$ cat config.mk
export PLATFORM = sky130hd
export DESIGN_NAME = uart_irq_frac
export DESIGN_NICKNAME = d
export VERILOG_FILES = /design/src/uart_irq_pkg.sv /design/src/uart_irq_frac.sv
export VERILOG_INCLUDE_DIRS = /design/src
export SDC_FILE = /design/constraint.sdc
export NUM_CORES = 1
export LEC_CHECK = 0
export BUFFER_PORTS_ARGS = -buffer_cell sky130_fd_sc_hd__buf_2
export CELL_PAD_IN_SITES_DETAIL_PLACEMENT = 1
export CELL_PAD_IN_SITES_GLOBAL_PLACEMENT = 1
export CORE_MARGIN = 10
export CORE_UTILIZATION = 36
export DETAILED_ROUTE_END_ITERATION = 8
export GPL_TIMING_DRIVEN = 0
export PLACE_DENSITY = 0.89
export SETUP_SLACK_MARGIN = 0.3
export SYNTH_ARGS = -nofsm -noshare
export SYNTH_HDL_FRONTEND = slang
export SYNTH_SLANG_ARGS = --single-unit
$ cat constraint.sdc
create_clock -name core_clk -period 1.5 [get_ports core_clk]
set_input_delay 0.075 -clock core_clk [delete_from_list [all_inputs] [get_ports core_clk]]
set_output_delay 0.075 -clock core_clk [all_outputs]
set_load 0.01 [all_outputs]
$ cat src/uart_irq_consts.svh
/*
 * Register addresses, field positions and reset values of the UART interrupt
 * and fractional divider block.
 * Assumes a 32-bit byte address on the register port, one register a word.
 */
`ifndef UART_IRQ_CONSTS_SVH
`define UART_IRQ_CONSTS_SVH

// ==========================================================================
// register addresses
`define UART_ADDR_IRQ_EN 32'hffff0704
`define UART_ADDR_IRQ_ID 32'hffff0708
`define UART_ADDR_LINE_STAT 32'hffff0714
`define UART_ADDR_FRAC_DIV 32'hffff072c
`define UART_ADDR_TX_DATA 32'hffff0740
`define UART_ADDR_RX_DATA 32'hffff0744
`define UART_ADDR_MODEM_STAT 32'hffff0748

// ==========================================================================
// reset values
`define UART_IRQ_EN_RST 4'h0
`define UART_IRQ_ID_IDLE 8'h01
`define UART_LINE_STAT_RST 8'h60
`define UART_FRAC_DIV_RST 16'h0000

// ==========================================================================
// field positions
`define UART_IE_MODEM 3
`define UART_IE_LINE 2
`define UART_IE_TX 1
`define UART_IE_RX 0
`define UART_FD_EN 15
`define UART_FD_MULT_HI 12
`define UART_FD_MULT_LO 11
`define UART_FD_NUMER_HI 10
`define UART_FRAC_MULT_ZERO 3'h4

`endif

$ cat src/uart_irq_pkg.sv
/*
 * Types of the UART interrupt and fractional divider block.
 * Assumes nothing of its surroundings.
 */
`default_nettype none

package uart_irq_pkg;
    // codes as they appear in bits 2:1 of the identification register
    typedef enum logic [1:0] {
        SRC_MODEM = 2'h0,
        SRC_TX = 2'h1,
        SRC_RX = 2'h2,
        SRC_LINE = 2'h3
    } irq_src_t;
endpackage

`default_nettype wire

$ cat src/uart_irq_frac.sv
/*
 * UART interrupt enables, prioritised interrupt identification, line and
 * modem status flags, transmit/receive data holding and fractional divider
 * control.
 * Assumes the receive/transmit shifters and modem pin logic run on core_clk
 * and hand over events as one-cycle pulses; software uses a plain register
 * port with read data one cycle after the read strobe.
 */
// How it works
// modem status enable plus any modem delta bit 3..1 raises the interrupt
// line status enable plus framing, parity or overrun flag raises the interrupt
// transmit empty enable raises the interrupt when the holding register empties, until a tx write or an ident read that reports transmit
// receive full enable raises the interrupt when a received byte waits
// identification register reads 0x01 when idle and after reset; bit 0 low means pending
// bits 2:1 report highest source: line 11, receive 10, transmit 01, modem 00
// line read, data read, tx write or ident read, modem read clear their source
// divider bit 15 selects fractional generator, clear selects the standard divisor
// multiplier comes from bits 12:11, zero means four
// numerator comes from divider bits 10:0
// framing, parity and overrun set line bits 3, 2, 1, cleared by a line status read
// holding empty bit 5 sets when the shifter takes a byte, clears on tx write
`timescale 1ns/1ps
`default_nettype none
`include "uart_irq_consts.svh"

module uart_irq_frac (
    input wire logic core_clk,
    input wire logic rst_n,
    input wire logic [31:0] addr,
    input wire logic [31:0] wrData,
    input wire logic wrEn,
    input wire logic rdEn,
    output logic [31:0] rdData,
    input wire logic rxByteValid,
    input wire logic [7:0] rxByte,
    input wire logic rxFrameErr,
    input wire logic rxParityErr,
    input wire logic rxBreak,
    input wire logic txTaken,
    input wire logic txShiftIdle,
    input wire logic [3:0] modemEvent,
    input wire logic [3:0] modemLines,
    output logic [7:0] txData,
    output logic txLoad,
    output logic uartIrq,
    output uart_irq_pkg::irq_src_t irqSource,
    output logic fracGenEn,
    output logic [2:0] fracMult,
    output logic [10:0] fracNumer
);
    import uart_irq_pkg::*;

    // ======================================================================
    // helpers
    // a flag that hardware sets and a reader clears: the set wins
    function automatic logic setWins(input logic cur, input logic set, input logic clr);
        setWins = set | (cur & ~clr);
    endfunction

    // ======================================================================
    // state
    logic [3:0] irqEn_r;
    logic [15:0] fracDiv_r;
    logic dataReady_r;
    logic overrun_r;
    logic parity_r;
    logic framing_r;
    logic break_r;
    logic txHoldEmpty_r;
    logic txAllEmpty_r;
    logic txIrqFlag_r;
    logic [3:0] modemDelta_r;
    logic [3:0] modemLines_r;
    logic [7:0] rxData_r;
    logic [7:0] txData_r;
    logic txLoad_r;
    logic [31:0] rdData_r;
    logic uartIrq_r;
    irq_src_t irqSource_r;
    logic fracGenEn_r;
    logic [2:0] fracMult_r;
    logic [10:0] fracNumer_r;

    // ======================================================================
    // address decode
    logic wrIrqEn;
    logic wrFracDiv;
    logic wrTx;
    logic rdIrqId;
    logic rdLine;
    logic rdRx;
    logic rdModem;

    assign wrIrqEn = wrEn && (addr == `UART_ADDR_IRQ_EN);
    assign wrFracDiv = wrEn && (addr == `UART_ADDR_FRAC_DIV);
    assign wrTx = wrEn && (addr == `UART_ADDR_TX_DATA);
    assign rdIrqId = rdEn && (addr == `UART_ADDR_IRQ_ID);
    assign rdLine = rdEn && (addr == `UART_ADDR_LINE_STAT);
    assign rdRx = rdEn && (addr == `UART_ADDR_RX_DATA);
    assign rdModem = rdEn && (addr == `UART_ADDR_MODEM_STAT);

    // ======================================================================
    // interrupt sources and priority
    logic linePend;
    logic rxPend;
    logic txPend;
    logic modemPend;
    logic anyPend;
    irq_src_t topSrc;
    logic [7:0] irqIdValue;
    logic [7:0] lineStatValue;

    assign modemPend = irqEn_r[`UART_IE_MODEM] && (|modemDelta_r[3:1]);
    assign linePend = irqEn_r[`UART_IE_LINE] && (framing_r || parity_r || overrun_r);
    assign txPend = irqEn_r[`UART_IE_TX] && txIrqFlag_r;
    assign rxPend = irqEn_r[`UART_IE_RX] && dataReady_r;
    assign anyPend = linePend || rxPend || txPend || modemPend;

    always_comb begin
        if (linePend) begin
            topSrc = SRC_LINE;
        end else if (rxPend) begin
            topSrc = SRC_RX;
        end else if (txPend) begin
            topSrc = SRC_TX;
        end else begin
            topSrc = SRC_MODEM;
        end
    end

    // bit 0 is low while something is pending
    assign irqIdValue = anyPend ? {5'h00, topSrc, 1'b0} : `UART_IRQ_ID_IDLE;

    assign lineStatValue = {1'b0, txAllEmpty_r, txHoldEmpty_r, break_r,
                            framing_r, parity_r, overrun_r, dataReady_r};

    // ======================================================================
    // software registers
    always_ff @(posedge core_clk or negedge rst_n) begin
        if (!rst_n) begin
            irqEn_r <= `UART_IRQ_EN_RST;
        end else if (wrIrqEn) begin
            irqEn_r <= wrData[3:0];
        end
    end

    always_ff @(posedge core_clk or negedge rst_n) begin
        if (!rst_n) begin
            fracDiv_r <= `UART_FRAC_DIV_RST;
        end else if (wrFracDiv) begin
            // reserved bits 14:13 are kept at zero
            fracDiv_r <= {wrData[15], 2'h0, wrData[12:0]};
        end
    end

    // ======================================================================
    // baud generator control, handed to the rate logic
    always_ff @(posedge core_clk or negedge rst_n) begin
        if (!rst_n) begin
            fracGenEn_r <= 1'b0;
            fracMult_r <= `UART_FRAC_MULT_ZERO;
            fracNumer_r <= 11'h000;
        end else begin
            fracGenEn_r <= fracDiv_r[`UART_FD_EN];
            // a zero field stands for four, so the rate logic never sees zero
            if (fracDiv_r[`UART_FD_MULT_HI:`UART_FD_MULT_LO] == 2'h0) begin
                fracMult_r <= `UART_FRAC_MULT_ZERO;
            end else begin
                fracMult_r <= {1'b0, fracDiv_r[`UART_FD_MULT_HI:`UART_FD_MULT_LO]};
            end
            fracNumer_r <= fracDiv_r[`UART_FD_NUMER_HI:0];
        end
    end

    // ======================================================================
    // receive side flags
    always_ff @(posedge core_clk or negedge rst_n) begin
        if (!rst_n) begin
            dataReady_r <= 1'b0;
            rxData_r <= 8'h00;
        end else begin
            dataReady_r <= setWins(dataReady_r, rxByteValid, rdRx);
            if (rxByteValid) begin
                rxData_r <= rxByte;
            end
        end
    end

    always_ff @(posedge core_clk or negedge rst_n) begin
        if (!rst_n) begin
            overrun_r <= 1'b0;
            parity_r <= 1'b0;
            framing_r <= 1'b0;
            break_r <= 1'b0;
        end else begin
            // overrun: a new byte while the last one was never read
            overrun_r <= setWins(overrun_r, rxByteValid && dataReady_r && !rdRx, rdLine);
            parity_r <= setWins(parity_r, rxByteValid && rxParityErr, rdLine);
            framing_r <= setWins(framing_r, rxByteValid && rxFrameErr, rdLine);
            break_r <= setWins(break_r, rxBreak, rdLine);
        end
    end

    // ======================================================================
    // transmit side
    always_ff @(posedge core_clk or negedge rst_n) begin
        if (!rst_n) begin
            txHoldEmpty_r <= 1'b1;
            txAllEmpty_r <= 1'b1;
            txData_r <= 8'h00;
            txLoad_r <= 1'b0;
        end else begin
            txHoldEmpty_r <= setWins(txHoldEmpty_r, txTaken, wrTx);
            txAllEmpty_r <= txShiftIdle && txHoldEmpty_r && !wrTx;
            txLoad_r <= wrTx;
            if (wrTx) begin
                txData_r <= wrData[7:0];
            end
        end
    end

    // the empty interrupt is an event, so reading the ident register can drop
    // it while the holding register is still empty
    always_ff @(posedge core_clk or negedge rst_n) begin
        if (!rst_n) begin
            txIrqFlag_r <= 1'b1;
        end else begin
            txIrqFlag_r <= setWins(txIrqFlag_r,
                txTaken || (wrIrqEn && wrData[`UART_IE_TX] && !irqEn_r[`UART_IE_TX] && txHoldEmpty_r),
                wrTx || (rdIrqId && anyPend && topSrc == SRC_TX));
        end
    end

    // ======================================================================
    // modem status
    always_ff @(posedge core_clk or negedge rst_n) begin
        if (!rst_n) begin
            modemDelta_r <= 4'h0;
            modemLines_r <= 4'h0;
        end else begin
            modemLines_r <= modemLines;
            for (int i = 0; i < 4; i++) begin
                modemDelta_r[i] <= setWins(modemDelta_r[i], modemEvent[i], rdModem);
            end
        end
    end

    // ======================================================================
    // read port: data stand only in the cycle after the strobe
    always_ff @(posedge core_clk or negedge rst_n) begin
        if (!rst_n) begin
            rdData_r <= 32'h0000_0000;
        end else if (!rdEn) begin
            rdData_r <= 32'h0000_0000;
        end else begin
            unique case (addr)
                `UART_ADDR_IRQ_EN: rdData_r <= {28'h0000000, irqEn_r};
                `UART_ADDR_IRQ_ID: rdData_r <= {24'h000000, irqIdValue};
                `UART_ADDR_LINE_STAT: rdData_r <= {24'h000000, lineStatValue};
                `UART_ADDR_FRAC_DIV: rdData_r <= {16'h0000, fracDiv_r};
                `UART_ADDR_RX_DATA: rdData_r <= {24'h000000, rxData_r};
                `UART_ADDR_MODEM_STAT: rdData_r <= {24'h000000, modemLines_r, modemDelta_r};
                default: rdData_r <= 32'h0000_0000;
            endcase
        end
    end

    // ======================================================================
    // interrupt output
    always_ff @(posedge core_clk or negedge rst_n) begin
        if (!rst_n) begin
            uartIrq_r <= 1'b0;
            irqSource_r <= SRC_MODEM;
        end else begin
            uartIrq_r <= anyPend;
            irqSource_r <= topSrc;
        end
    end

    assign rdData = rdData_r;
    assign txData = txData_r;
    assign txLoad = txLoad_r;
    assign uartIrq = uartIrq_r;
    assign irqSource = irqSource_r;
    assign fracGenEn = fracGenEn_r;
    assign fracMult = fracMult_r;
    assign fracNumer = fracNumer_r;
endmodule

`default_nettype wire

Word level (Yosys, flattened, before mapping)
Index checks and enable logic that the tools add are counted.
- equality and inequality tests: 8
- add/subtract/negate cells: 0
- div/mod/pow operators: 0
- reductions and logical operators: 34
- magnitude comparators: 0
- bitwise logic cells: 27
- multipliers: 0
- shifts and indexed selects: 0
- muxes and demuxes: 7
- operators by type and width (operator ; number):
    $eq A32 B32 Y1 const B ; 7
    $pmux W16 S6 ; 1
    $logic_and A1 B1 Y1 ; 22
    $mux W16 ; 1
    $and A1 B1 Y1 ; 11
    $or A1 B1 Y1 ; 11
    $logic_or A1 B1 Y1 ; 7
    $mux W3 ; 2
    $not A1 Y1 ; 5
    $mux W2 ; 2
    $logic_not A1 Y1 ; 3
    $reduce_or A3 Y1 ; 1
    $eq A2 B1 Y1 const B ; 1
    $logic_not A2 Y1 ; 1
    $mux W1 ; 1
- memories: 0
- input port bits: 90
- ROM bits: 0
- latch bits: 0
- logic and storage cells: 97
- bits in writable memories: 0
- register bits after elaboration: 101

Longest topological paths before layout
Gate-level depths: netlist of the first run.
- depth after elaboration: 12
- mapped depth: 7
- depth with buffers taken out: 5

Worst setup path before layout of the first run
OpenSTA, ideal clock, no wires.
- kind: input port to flip-flop
- start point: input addr[11]
- end point: register txAllEmpty_r
- arrival: 1.756 ns
- data required time: 1.422 ns
- stages on the path: 6
- path slack: -0.334 ns
- setup time: 0.078 ns
- cells stage by stage: nand4b_1 or4_4 buf_6 or4_4 buf_6 and3_1
- word-level cells in the longest chain between the ends: 4
- RTL lines (item ; line ; text):
    start, declared ; uart_irq_frac.sv:29 ; input wire logic [31:0] addr,
    $eq A32 B32 Y1 (no line) ; - ;
    $logic_and A1 B1 Y1 ; uart_irq_frac.sv:96 ; assign wrTx = wrEn && (addr == `UART_ADDR_TX_DATA);
    $logic_not A1 Y1 ; uart_irq_frac.sv:214 ; txAllEmpty_r <= txShiftIdle && txHoldEmpty_r && !wrTx;
    $logic_and A1 B1 Y1 ; uart_irq_frac.sv:214 ;
    end signal, assigned ; uart_irq_frac.sv:214 ;
    end, declared ; uart_irq_frac.sv:70 ; logic txAllEmpty_r;
No other way between the ends.
A chain may end at the register's enable or synchronous reset.

Worst setup path in the final report of the first run
- start point: input addr[11]
- end point: register rdData_r[0] (netlist: rdData[0])
- word-level cells in the longest chain between the ends: 3
- elaborated cells between the ends (all ways): 8
- those cells by class: 6 x eq/ne; 2 x mux
- RTL lines (item ; line ; text):
    $eq A32 B32 Y1 ; uart_irq_frac.sv:256 ; unique case (addr)
    $pmux W16 S6 (*) ; uart_irq_frac.sv:256 ;
    $mux W16 (*) ; uart_irq_frac.sv:253 ; end else if (!rdEn) begin
    end signal, assigned ; uart_irq_frac.sv:257 ; `UART_ADDR_IRQ_EN: rdData_r <= {28'h0000000, irqEn_r};
    end signal, assigned ; uart_irq_frac.sv:258 ; `UART_ADDR_IRQ_ID: rdData_r <= {24'h000000, irqIdValue};
    end signal, assigned ; uart_irq_frac.sv:259 ; `UART_ADDR_LINE_STAT: rdData_r <= {24'h000000, lineStatValue};
    end, declared ; uart_irq_frac.sv:77 ; logic [31:0] rdData_r;
Mark *: on every way between the ends. The rest lies on a longest branch, timed or not.

==> results of run 1 <==
## timing repair
item,in CTS,in global routing
endpoints found under the setup margin,54,54
gates cloned,0,2
hold endpoints to repair,75,0
hold buffers,36,0
pin swaps,14,34
setup buffers,21,13
resized for setup,53,52
## final timing paths
check	startpoint	endpoint	slack, ns
min in group asynchronous	rst_n	rdData[11]	0.19
min	rxByteValid	rxData_r[0]	0.03
min reg2reg	fracDiv_r[10]	fracNumer[10]	0.43
max	addr[11]	rdData[0]	-0.29
max in group asynchronous	rst_n	txIrqFlag_r	0.66
max reg2reg	irqEn_r[2]	txIrqFlag_r	-0.03
## cells in the mapped netlist, types with 3 or more instances
library cell / n / area (um2)
dfrtp_1: 79 / 1980
nand2_1: 40 / 150
mux2_2: 26 / 293
buf_4: 18 / 135
a22oi_1: 9 / 67.6
and3_1: 8 / 50.1
a21o_1: 7 / 52.6
clkbuf_1: 6 / 22.5
nor2_1: 6 / 22.5
a21oi_1: 5 / 25.0
a222oi_1: 5 / 50.1
a31oi_1: 4 / 25.0
dfstp_2: 4 / 105
inv_1: 4 / 15.0
nand3b_1: 4 / 30.0
nand4_1: 4 / 25.0
nor4_1: 3 / 18.8
nor4_2: 3 / 37.5
nor4_4: 3 / 63.8
## logic make-up (layout without fill, tap and decap cells)
logic type / after synthesis / count (layout) / share of synthesized area (%)
AND/OR/NAND/NOR: 84 / 84 / 15.2
flip-flops: 83 / 83 / 61.2
AO/OA/AOI/OAI: 40 / 40 / 8.86
buffers and inverters: 32 / 233 / 6.03
other: 1 / 20 / 0.110
multiplexers: 26 / 26 / 8.61
## per-layer routing
metal | up-vias | wire (um) | track usage (%)
li1 | 1357 | - | -
met1 | 1626 | 5570 | 21.1
met2 | 189 | 7940 | 34.4
met3 | 59 | 1050 | 4.79
met4 | 0 | 853 | 12.2
met5 | - | 0 | 0
## cells in the final DEF, fill, tap and decap left out, types with 5 or more instances in the layout
master / instances
buf_4: 38
conb_1: 18
buf_2: 100
clkbuf_8: 11
nand2_1: 20
nand2_2: 11
nor2_1: 5
a222oi_1: 5
a21o_1: 7
nor4_4: 8
nand2_4: 9
mux2_4: 6
mux2_2: 20
a22oi_1: 6
dlygate4sd3_1: 36
dfrtp_1: 79
clkbuf_1: 5
buf_6: 27
## power by group
group / switching, mW / internal (mW) / leakage (nW) / total [mW]
sequential: 0.0212 / 2.27 / 1.07 / 2.29
clock: 0.839 / 1.03 / 0.113 / 1.87
combinational: 0.198 / 0.226 / 1.72 / 0.423
total: 1.06 / 3.52 / 2.91 / 4.58
## flip-flops by register name, indices dropped and copies added (netlist names), 2 cells and up
| register | count |
|---|---|
| modemLines_r | 4 |
| fracDiv_r | 14 |
| txData | 8 |
| irqEn_r | 4 |
| irqSource | 2 |
| rxData_r | 8 |
| fracMult | 3 |
| modemDelta_r | 4 |
| rdData | 14 |
| fracNumer | 11 |
## worst max-delay path: stages
cell and delay, ns:
buf_6 0.09, nand4b_1 0.18, or4_4 0.52, clkbuf_16 0.20
buf_6 0.12, nor4_1 0.35, a32oi_1 0.24, a31oi_1 0.27
## through the flow
| stage | setup TNS (ns) | total power, mW | hold WS, ns |
|---|---|---|---|
| detailed placement | -25.92 | 2.62 | 0.0330 |
| finish | -4.81 | 4.58 | 0.0325 |
| global route | -6.59 | 4.72 | 0.0394 |
| floorplan | -7.31 | 2.43 | -0.221 |
| global placement | -40.71 | 2.59 | 0.185 |
| CTS | -0.0492 | 4.52 | 0.0146 |
## final cells by class
| type | count | share of cell area [%] |
|---|---|---|
| antenna | 2 | 0.0882 |
| buffer | 28 | 4.45 |
| clock buffer | 12 | 2.73 |
| clock inverter | 4 | 1.28 |
| inverter | 4 | 0.265 |
| multi-input combinational | 168 | 27.2 |
| sequential | 83 | 36.7 |
| tap | 129 | 2.84 |
| timing repair buffer | 185 | 24.4 |
==> results_dict.tcl, run 1 <==
set metrics [dict create \
    fin_crit_sh_pct 119 \
    synth_seq_cells 83 \
    floorplan.initialDensity_pct 36.8 \
    violations "setup timing" \
    yosysSeqAreaShare_pct 61.2 \
    routed_wl_um 15400 \
    setup_viol 41 \
    postSynthCellCount 266 \
    p_leak_nw 2.91 \
    layout_min_cycle_time_ns 1.79 \
    drive_above_1_share_pct 56.2 \
    power_density_nw_per_um2 807 \
    final_core_util_pct 61.4 \
    hold_viol_final 0 \
    place_inst 525 \
    rows 35 \
    placed_cell_area_um2 4290 \
    grt_usage_pct 19.7 \
    cp_max_fo 5 \
    remaining_drc_errors 0 \
    maxSlewHeadroom_pct 55.0 \
    grt_max_degree 55 \
    dr.first_iter.drc_count 219 \
    drt_pre_antenna_iters 5 \
    via_per_inst 5.25 \
    syn_avg_cell_area_um2 12.8 \
    dp_slack_ns -0.786 \
    finClkSkew_ns 0.0108 \
    place_hpwl_um 8210 \
    grt_pass1_wl_um 20300 \
    cts_max_path_buffers 2 \
    worstSetupPathType "in -> reg" \
    grt_pass1_vias 3536 \
    core_region_area_um2 9240 \
    seq_area_um2 2080 \
    nets 569 \
    critPathCaptureType "flip-flop" \
    die_height_um 117 \
    synth_ff_type "dfrtp_1" \
    cts-htree-levels 3 \
    num_vias 3231 \
    tightest_slew_ns 0.675 \
    fillerInstances 952 \
    io_pins 149 \
    die_w_um 117 \
    ant_nets 0 \
    synth_edf_count 0 \
    mappedNetlistArea_um2 3400 \
    antenna_found_initial 1 \
    rr_worst_depth 5 \
    cts_sinks 83 \
    clk-insertion-delay-late_ns 0.36 \
    fmax_mhz 559 \
    worstPathRequired_ns 1.76 \
    setup_ws_ns -0.287 \
    die_area_um2 13700 \
    place.gp.congestion 0.872 \
    drv_slew 0 \
    ir_drop_uv 618 \
    cts_tree "done" \
    status "finished with violations" \
    cts_buffers 9 \
    ys_types 40 \
    wl_per_cell_um 25.1 \
    worstPathArrival_ns 2.05 \
    multi_input_comb_area_um2 1550 \
    ys.warnings.count 0 \
    io_buffer_count 112 \
    cap_violations 0 \
    grt_setup_unrepaired "yes" \
    fin_area_um2 5670 \
    crit_path_start_kind "primary input" \
    holdPathStages 2 \
    cts-root-buf "clkbuf_8" \
    grt.overflow.total 0 \
    timing.hold.worst.class "in -> reg" \
    final_cells 615 \
    async_flop_share_pct 100 \
    syn_to_final_growth_pct 66.8 \
    clk_pin_slew_ns 0.09 \
]
Power figures use the tool's default switching activity.
==> run 2: changes to the inputs <==
--- a/config.mk
+++ b/config.mk
@@ -6,6 +6,7 @@
 export SDC_FILE = /design/constraint.sdc
 export NUM_CORES = 1
 export LEC_CHECK = 0
+export ABC_CLOCK_PERIOD_IN_PS = 1500
 export BUFFER_PORTS_ARGS = -buffer_cell sky130_fd_sc_hd__buf_2
 export CELL_PAD_IN_SITES_DETAIL_PLACEMENT = 1
 export CELL_PAD_IN_SITES_GLOBAL_PLACEMENT = 1
@@ -13,8 +14,8 @@
 export CORE_UTILIZATION = 36
 export DETAILED_ROUTE_END_ITERATION = 8
 export GPL_TIMING_DRIVEN = 0
+export MAX_ROUTING_LAYER = met4
 export PLACE_DENSITY = 0.89
-export SETUP_SLACK_MARGIN = 0.3
 export SYNTH_ARGS = -nofsm -noshare
 export SYNTH_HDL_FRONTEND = slang
 export SYNTH_SLANG_ARGS = --single-unit
==> results_dict.tcl, run 2 (synthesis gave the netlist of run 1 again) <==
set metrics [dict create \
    placed_cell_area_um2 4280 \
    holdPathStages 2 \
    nets 559 \
    rows 35 \
    dp_slack_ns -0.881 \
    p_leak_nw 2.73 \
    fmax_mhz 592 \
    ant_nets 0 \
    dr.first_iter.drc_count 351 \
    status "finished with violations" \
    crit_chain "o31ai_1 > nand2_2 > nor2_1 > a22oi_1 > a31oi_1" \
    place.gp.congestion 0.853 \
    antenna_found_initial 0 \
    die_area_um2 13700 \
    power_density_nw_per_um2 815 \
    cp_slowest_cell "o31ai_1" \
    multi_input_comb_area_um2 1420 \
    cts-htree-levels 3 \
    r2r_setup_slack_ns -0.19 \
    drive_above_1_share_pct 52.7 \
    antenna_cells 0 \
    place_hpwl_um 8370 \
    io_pins 149 \
    clk-insertion-delay-late_ns 0.35 \
    critPathBufInv 0 \
    cp-startpoint "framing_r" \
    fin_area_um2 5330 \
    violations "setup timing" \
    timing.hold.worst.class "in -> reg" \
    seq_area_um2 2080 \
    holdWs_ns 0.0600 \
    finClkSkew_ns 0.0115 \
    die_height_um 117 \
    setup_ws_ns -0.189 \
    io_buffer_count 112 \
    via_per_inst 5.13 \
    clk_pin_slew_ns 0.09 \
    fin_crit_sh_pct 113 \
    cts_sinks 83 \
    grt.overflow.total 0 \
    holdPathEnd "rxData_r[7]" \
    maxSlewHeadroom_pct 51.3 \
    layout_min_cycle_time_ns 1.69 \
    hold_viol_final 0 \
    grt_pass1_wl_um 20100 \
    r2r-start "framing_r" \
    min-delay-start "rxByteValid" \
    fillerInstances 959 \
    crit_path_start_kind "flip-flop" \
    cp_max_fo 4 \
    remaining_drc_errors 0 \
    cpLargestDelayFamily "compound AO/OA/AOI/OAI gates" \
    syn_to_final_growth_pct 56.7 \
    die_w_um 117 \
    grt_pass1_vias 3442 \
    grt_usage_pct 19.8 \
    rr_worst_depth 5 \
    drt_pre_antenna_iters 5 \
    final_cell_mix "buf_2 (106), dfrtp_1 (79), buf_4 (40), dlygate4sd3_1 (36)" \
    critPathCaptureType "flip-flop" \
    ir_drop_uv 451 \
    cts-root-buf "clkbuf_8" \
    tightest_slew_ns 0.722 \
    worstReg2RegEnd "rdData[0]" \
    setup_viol 40 \
    core_region_area_um2 9240 \
    num_vias 3095 \
    cts_buffers 9 \
    worstPathArrival_ns 1.96 \
    grt_setup_unrepaired "yes" \
    grt_max_degree 61 \
    floorplan.initialDensity_pct 36.8 \
    worstPathRequired_ns 1.77 \
    worstSetupPathType "reg -> reg" \
    routed_wl_um 14300 \
    critPathMaxStageDelay_ns 0.46 \
    final_common_cell "buf_2" \
    cts_max_path_buffers 2 \
    drv_slew 0 \
    cap_violations 0 \
    wl_per_cell_um 23.8 \
    cts_tree "done" \
]
## run 2: cell types whose count changed in the layout (fill, tap and decap cells not counted), sizes merged
cell,before,now
clkinv,1,0
clkinvlp,1,3
bufinv,2,1
inv,4,5
buf,170,159
diode,2,0
## run 2: area by class of cell
cell class	instances	area share, %
multi-input cells	168	26.6
inverters	4	0.282
well taps	129	3.03
plain buffers	28	4.29
repair buffers	175	23.0
clock inverters	5	1.15
clock buffers	11	2.65
flip-flops and latches	83	39.1
## run 2: routing by layer
metal	share of wire, %	vias up	GRT usage [%]	wire length, um
li1	-	1338	-	-
met1	36	1550	20.8	5180
met2	55	166	34.7	7830
met3	5.7	41	4.69	817
met4	3.5	0	8.81	497
met5	0	-	-	0
## run 2: per-stage QoR
step                      power [mW]  TNS (ns)  utilization, %  instances
after floorplan                 2.43     -7.31               -        283
after global placement          2.59    -39.55            46.0        524
after detailed placement        2.62    -27.75            46.3        525
after CTS                       4.32         0            54.5        590
after global routing            4.51     -5.87            57.7        603
final                           4.35     -4.31            57.7        603
## run 2: worst max-delay path by stage
stage	depth (start not counted)	slack, ns	end
after floorplan	6	-0.22	txAllEmpty_r
after global placement	7	-0.69	txData[5]
after detailed placement	7	-0.88	txData[7]
after CTS	7	0.001	rdData[7]
after global routing	5	-0.23	rdData[0]
final	5	-0.19	rdData[0]
## run 2: power by group
part           internal (mW)  total (mW)  switching (mW)  leakage (nW)
sequential              2.27        2.29          0.0203          1.07
combinational          0.214       0.406           0.192          1.57
clock                  0.822        1.66           0.834        0.0922
total                   3.30        4.35            1.05          2.73
## run 2: timing repair
action,CTS,global route
resized for setup,19,37
cloned,0,2
endpoints found under the hold margin,122,0
pin swaps,9,14
endpoints found under the setup margin,35,39
hold buffers,36,0
buffers inserted,13,11
==> run 3: changes to the inputs <==
--- a/config.mk
+++ b/config.mk
@@ -16,6 +16,7 @@
 export GPL_TIMING_DRIVEN = 0
 export MAX_ROUTING_LAYER = met4
 export PLACE_DENSITY = 0.89
+export SKIP_CTS_REPAIR_TIMING = 1
 export SYNTH_ARGS = -nofsm -noshare
 export SYNTH_HDL_FRONTEND = slang
 export SYNTH_SLANG_ARGS = --single-unit
==> results_dict.tcl, run 3 (synthesis gave the netlist of run 1 again) <==
set metrics [dict create \
    setup_ws_ns -0.321 \
    drive_above_1_share_pct 53.3 \
    antenna_found_initial 1 \
    cts_max_path_buffers 2 \
    place_hpwl_um 8370 \
    io_buffer_count 112 \
    die_w_um 117 \
    hold_viol_final 0 \
    grt.overflow.total 0 \
    ant_nets 0 \
    fmax_mhz 549 \
    worstPathArrival_ns 2.10 \
    grt_usage_pct 16.3 \
    crit_path_start_kind "flip-flop" \
    clk-insertion-delay-late_ns 0.37 \
    grt_setup_unrepaired "yes" \
    rows 35 \
    grt_pass1_wl_um 16600 \
    routed_wl_um 14700 \
    wl_per_cell_um 23.9 \
    ir_drop_uv 510 \
    tightest_slew_ns 0.649 \
    drt_pre_antenna_iters 7 \
    cts_tree "done" \
    cp_max_fo 4 \
    clk_pin_slew_ns 0.10 \
    status "finished with violations" \
    crit_chain "o31ai_1 > nand2_1 > nor2_1 > a22oi_2 > a31oi_1" \
    drv_slew 0 \
    worstSetupPathType "reg -> reg" \
    p_leak_nw 2.80 \
    remaining_drc_errors 0 \
    dp_slack_ns -0.881 \
    final_cell_mix "buf_2 (104), dfrtp_1 (79), buf_4 (43), dlygate4sd3_1 (36), nand2_1 (30)" \
    dr.first_iter.drc_count 256 \
    fin_area_um2 5460 \
    cts_buffers 9 \
    critPathCaptureType "flip-flop" \
    layout_min_cycle_time_ns 1.82 \
    critPathMaxStageDelay_ns 0.45 \
    final_common_cell "buf_2" \
    num_vias 3129 \
    worstPathRequired_ns 1.77 \
    setup_viol 47 \
    cts-root-buf "clkbuf_8" \
    cp_slowest_cell "dfrtp_1" \
    place.gp.congestion 0.853 \
    grt_max_degree 61 \
    die_area_um2 13700 \
    die_height_um 117 \
    fin_crit_sh_pct 121 \
    cts_sinks 83 \
    floorplan.initialDensity_pct 36.8 \
    timing.hold.worst.class "in -> reg" \
    violations "setup timing" \
    placed_cell_area_um2 4280 \
    maxSlewHeadroom_pct 56.7 \
    cap_violations 0 \
    finClkSkew_ns 0.0122 \
    via_per_inst 5.08 \
    io_pins 149 \
    holdWs_ns 0.0406 \
    power_density_nw_per_um2 805 \
    grt_pass1_vias 3029 \
    power_mw 4.40 \
    cts-htree-levels 3 \
    syn_to_final_growth_pct 60.5 \
    core_region_area_um2 9240 \
    nets 571 \
]
run 3: worst paths after layout:
check,from,endpoint,slack [ns],depth (start not counted)
setup / recovery,framing_r,rdData[0],-0.32,5
hold / removal,rxByteValid,rxData_r[1],0.04,2
setup reg to reg,framing_r,rdData[0],-0.32,5
hold reg to reg,fracDiv_r[10],fracNumer[10],0.41,0
max in group asynchronous,rst_n,txHoldEmpty_r,0.69,3
min in group asynchronous,rst_n,fracNumer[10],0.17,2
run 3: cell type report:
| cell class | instances | area, um2 |
|---|---|---|
| antenna | 1 | 2.50 |
| buffer | 28 | 229 |
| clock buffer | 11 | 141 |
| clock inverter | 5 | 61.3 |
| fill | 948 | 3780 |
| inverter | 4 | 15.0 |
| multi-input combinational | 168 | 1400 |
| sequential | 83 | 2080 |
| tap | 129 | 161 |
| timing repair buffer | 187 | 1360 |
run 3: worst max-delay path, delay by kind of cell, from the launching register on:
kind / cells / cell delay, ns
compound gates: 3 / 0.72
flops: 1 / 0.45
simple gates: 2 / 0.54
run 3: per-layer routing:
metal / part of all wire (%) / vias up / global-route usage (%)
li1: - / 1361 / -
met1: 37 / 1565 / 17.7
met2: 55 / 161 / 29.2
met3: 5.1 / 42 / 3.87
met4: 3.3 / 0 / 4.61
met5: 0 / - / -
run 3: per-stage QoR:
stage / std cells / setup TNS [ns] / util [%]
final: 616 / -7.66 / 59.1
after global routing: 616 / -10.18 / 59.1
after CTS: 541 / -8.99 / 48.5
after detailed placement: 525 / -27.75 / 46.3
after global placement: 524 / -39.55 / 46.0
after floorplan: 283 / -7.31 / -
run 3: power by group:
part / internal (mW) / leakage (nW) / switching (mW)
registers: 2.27 / 1.07 / 0.0217
logic: 0.219 / 1.64 / 0.188
clock network: 0.822 / 0.0922 / 0.881
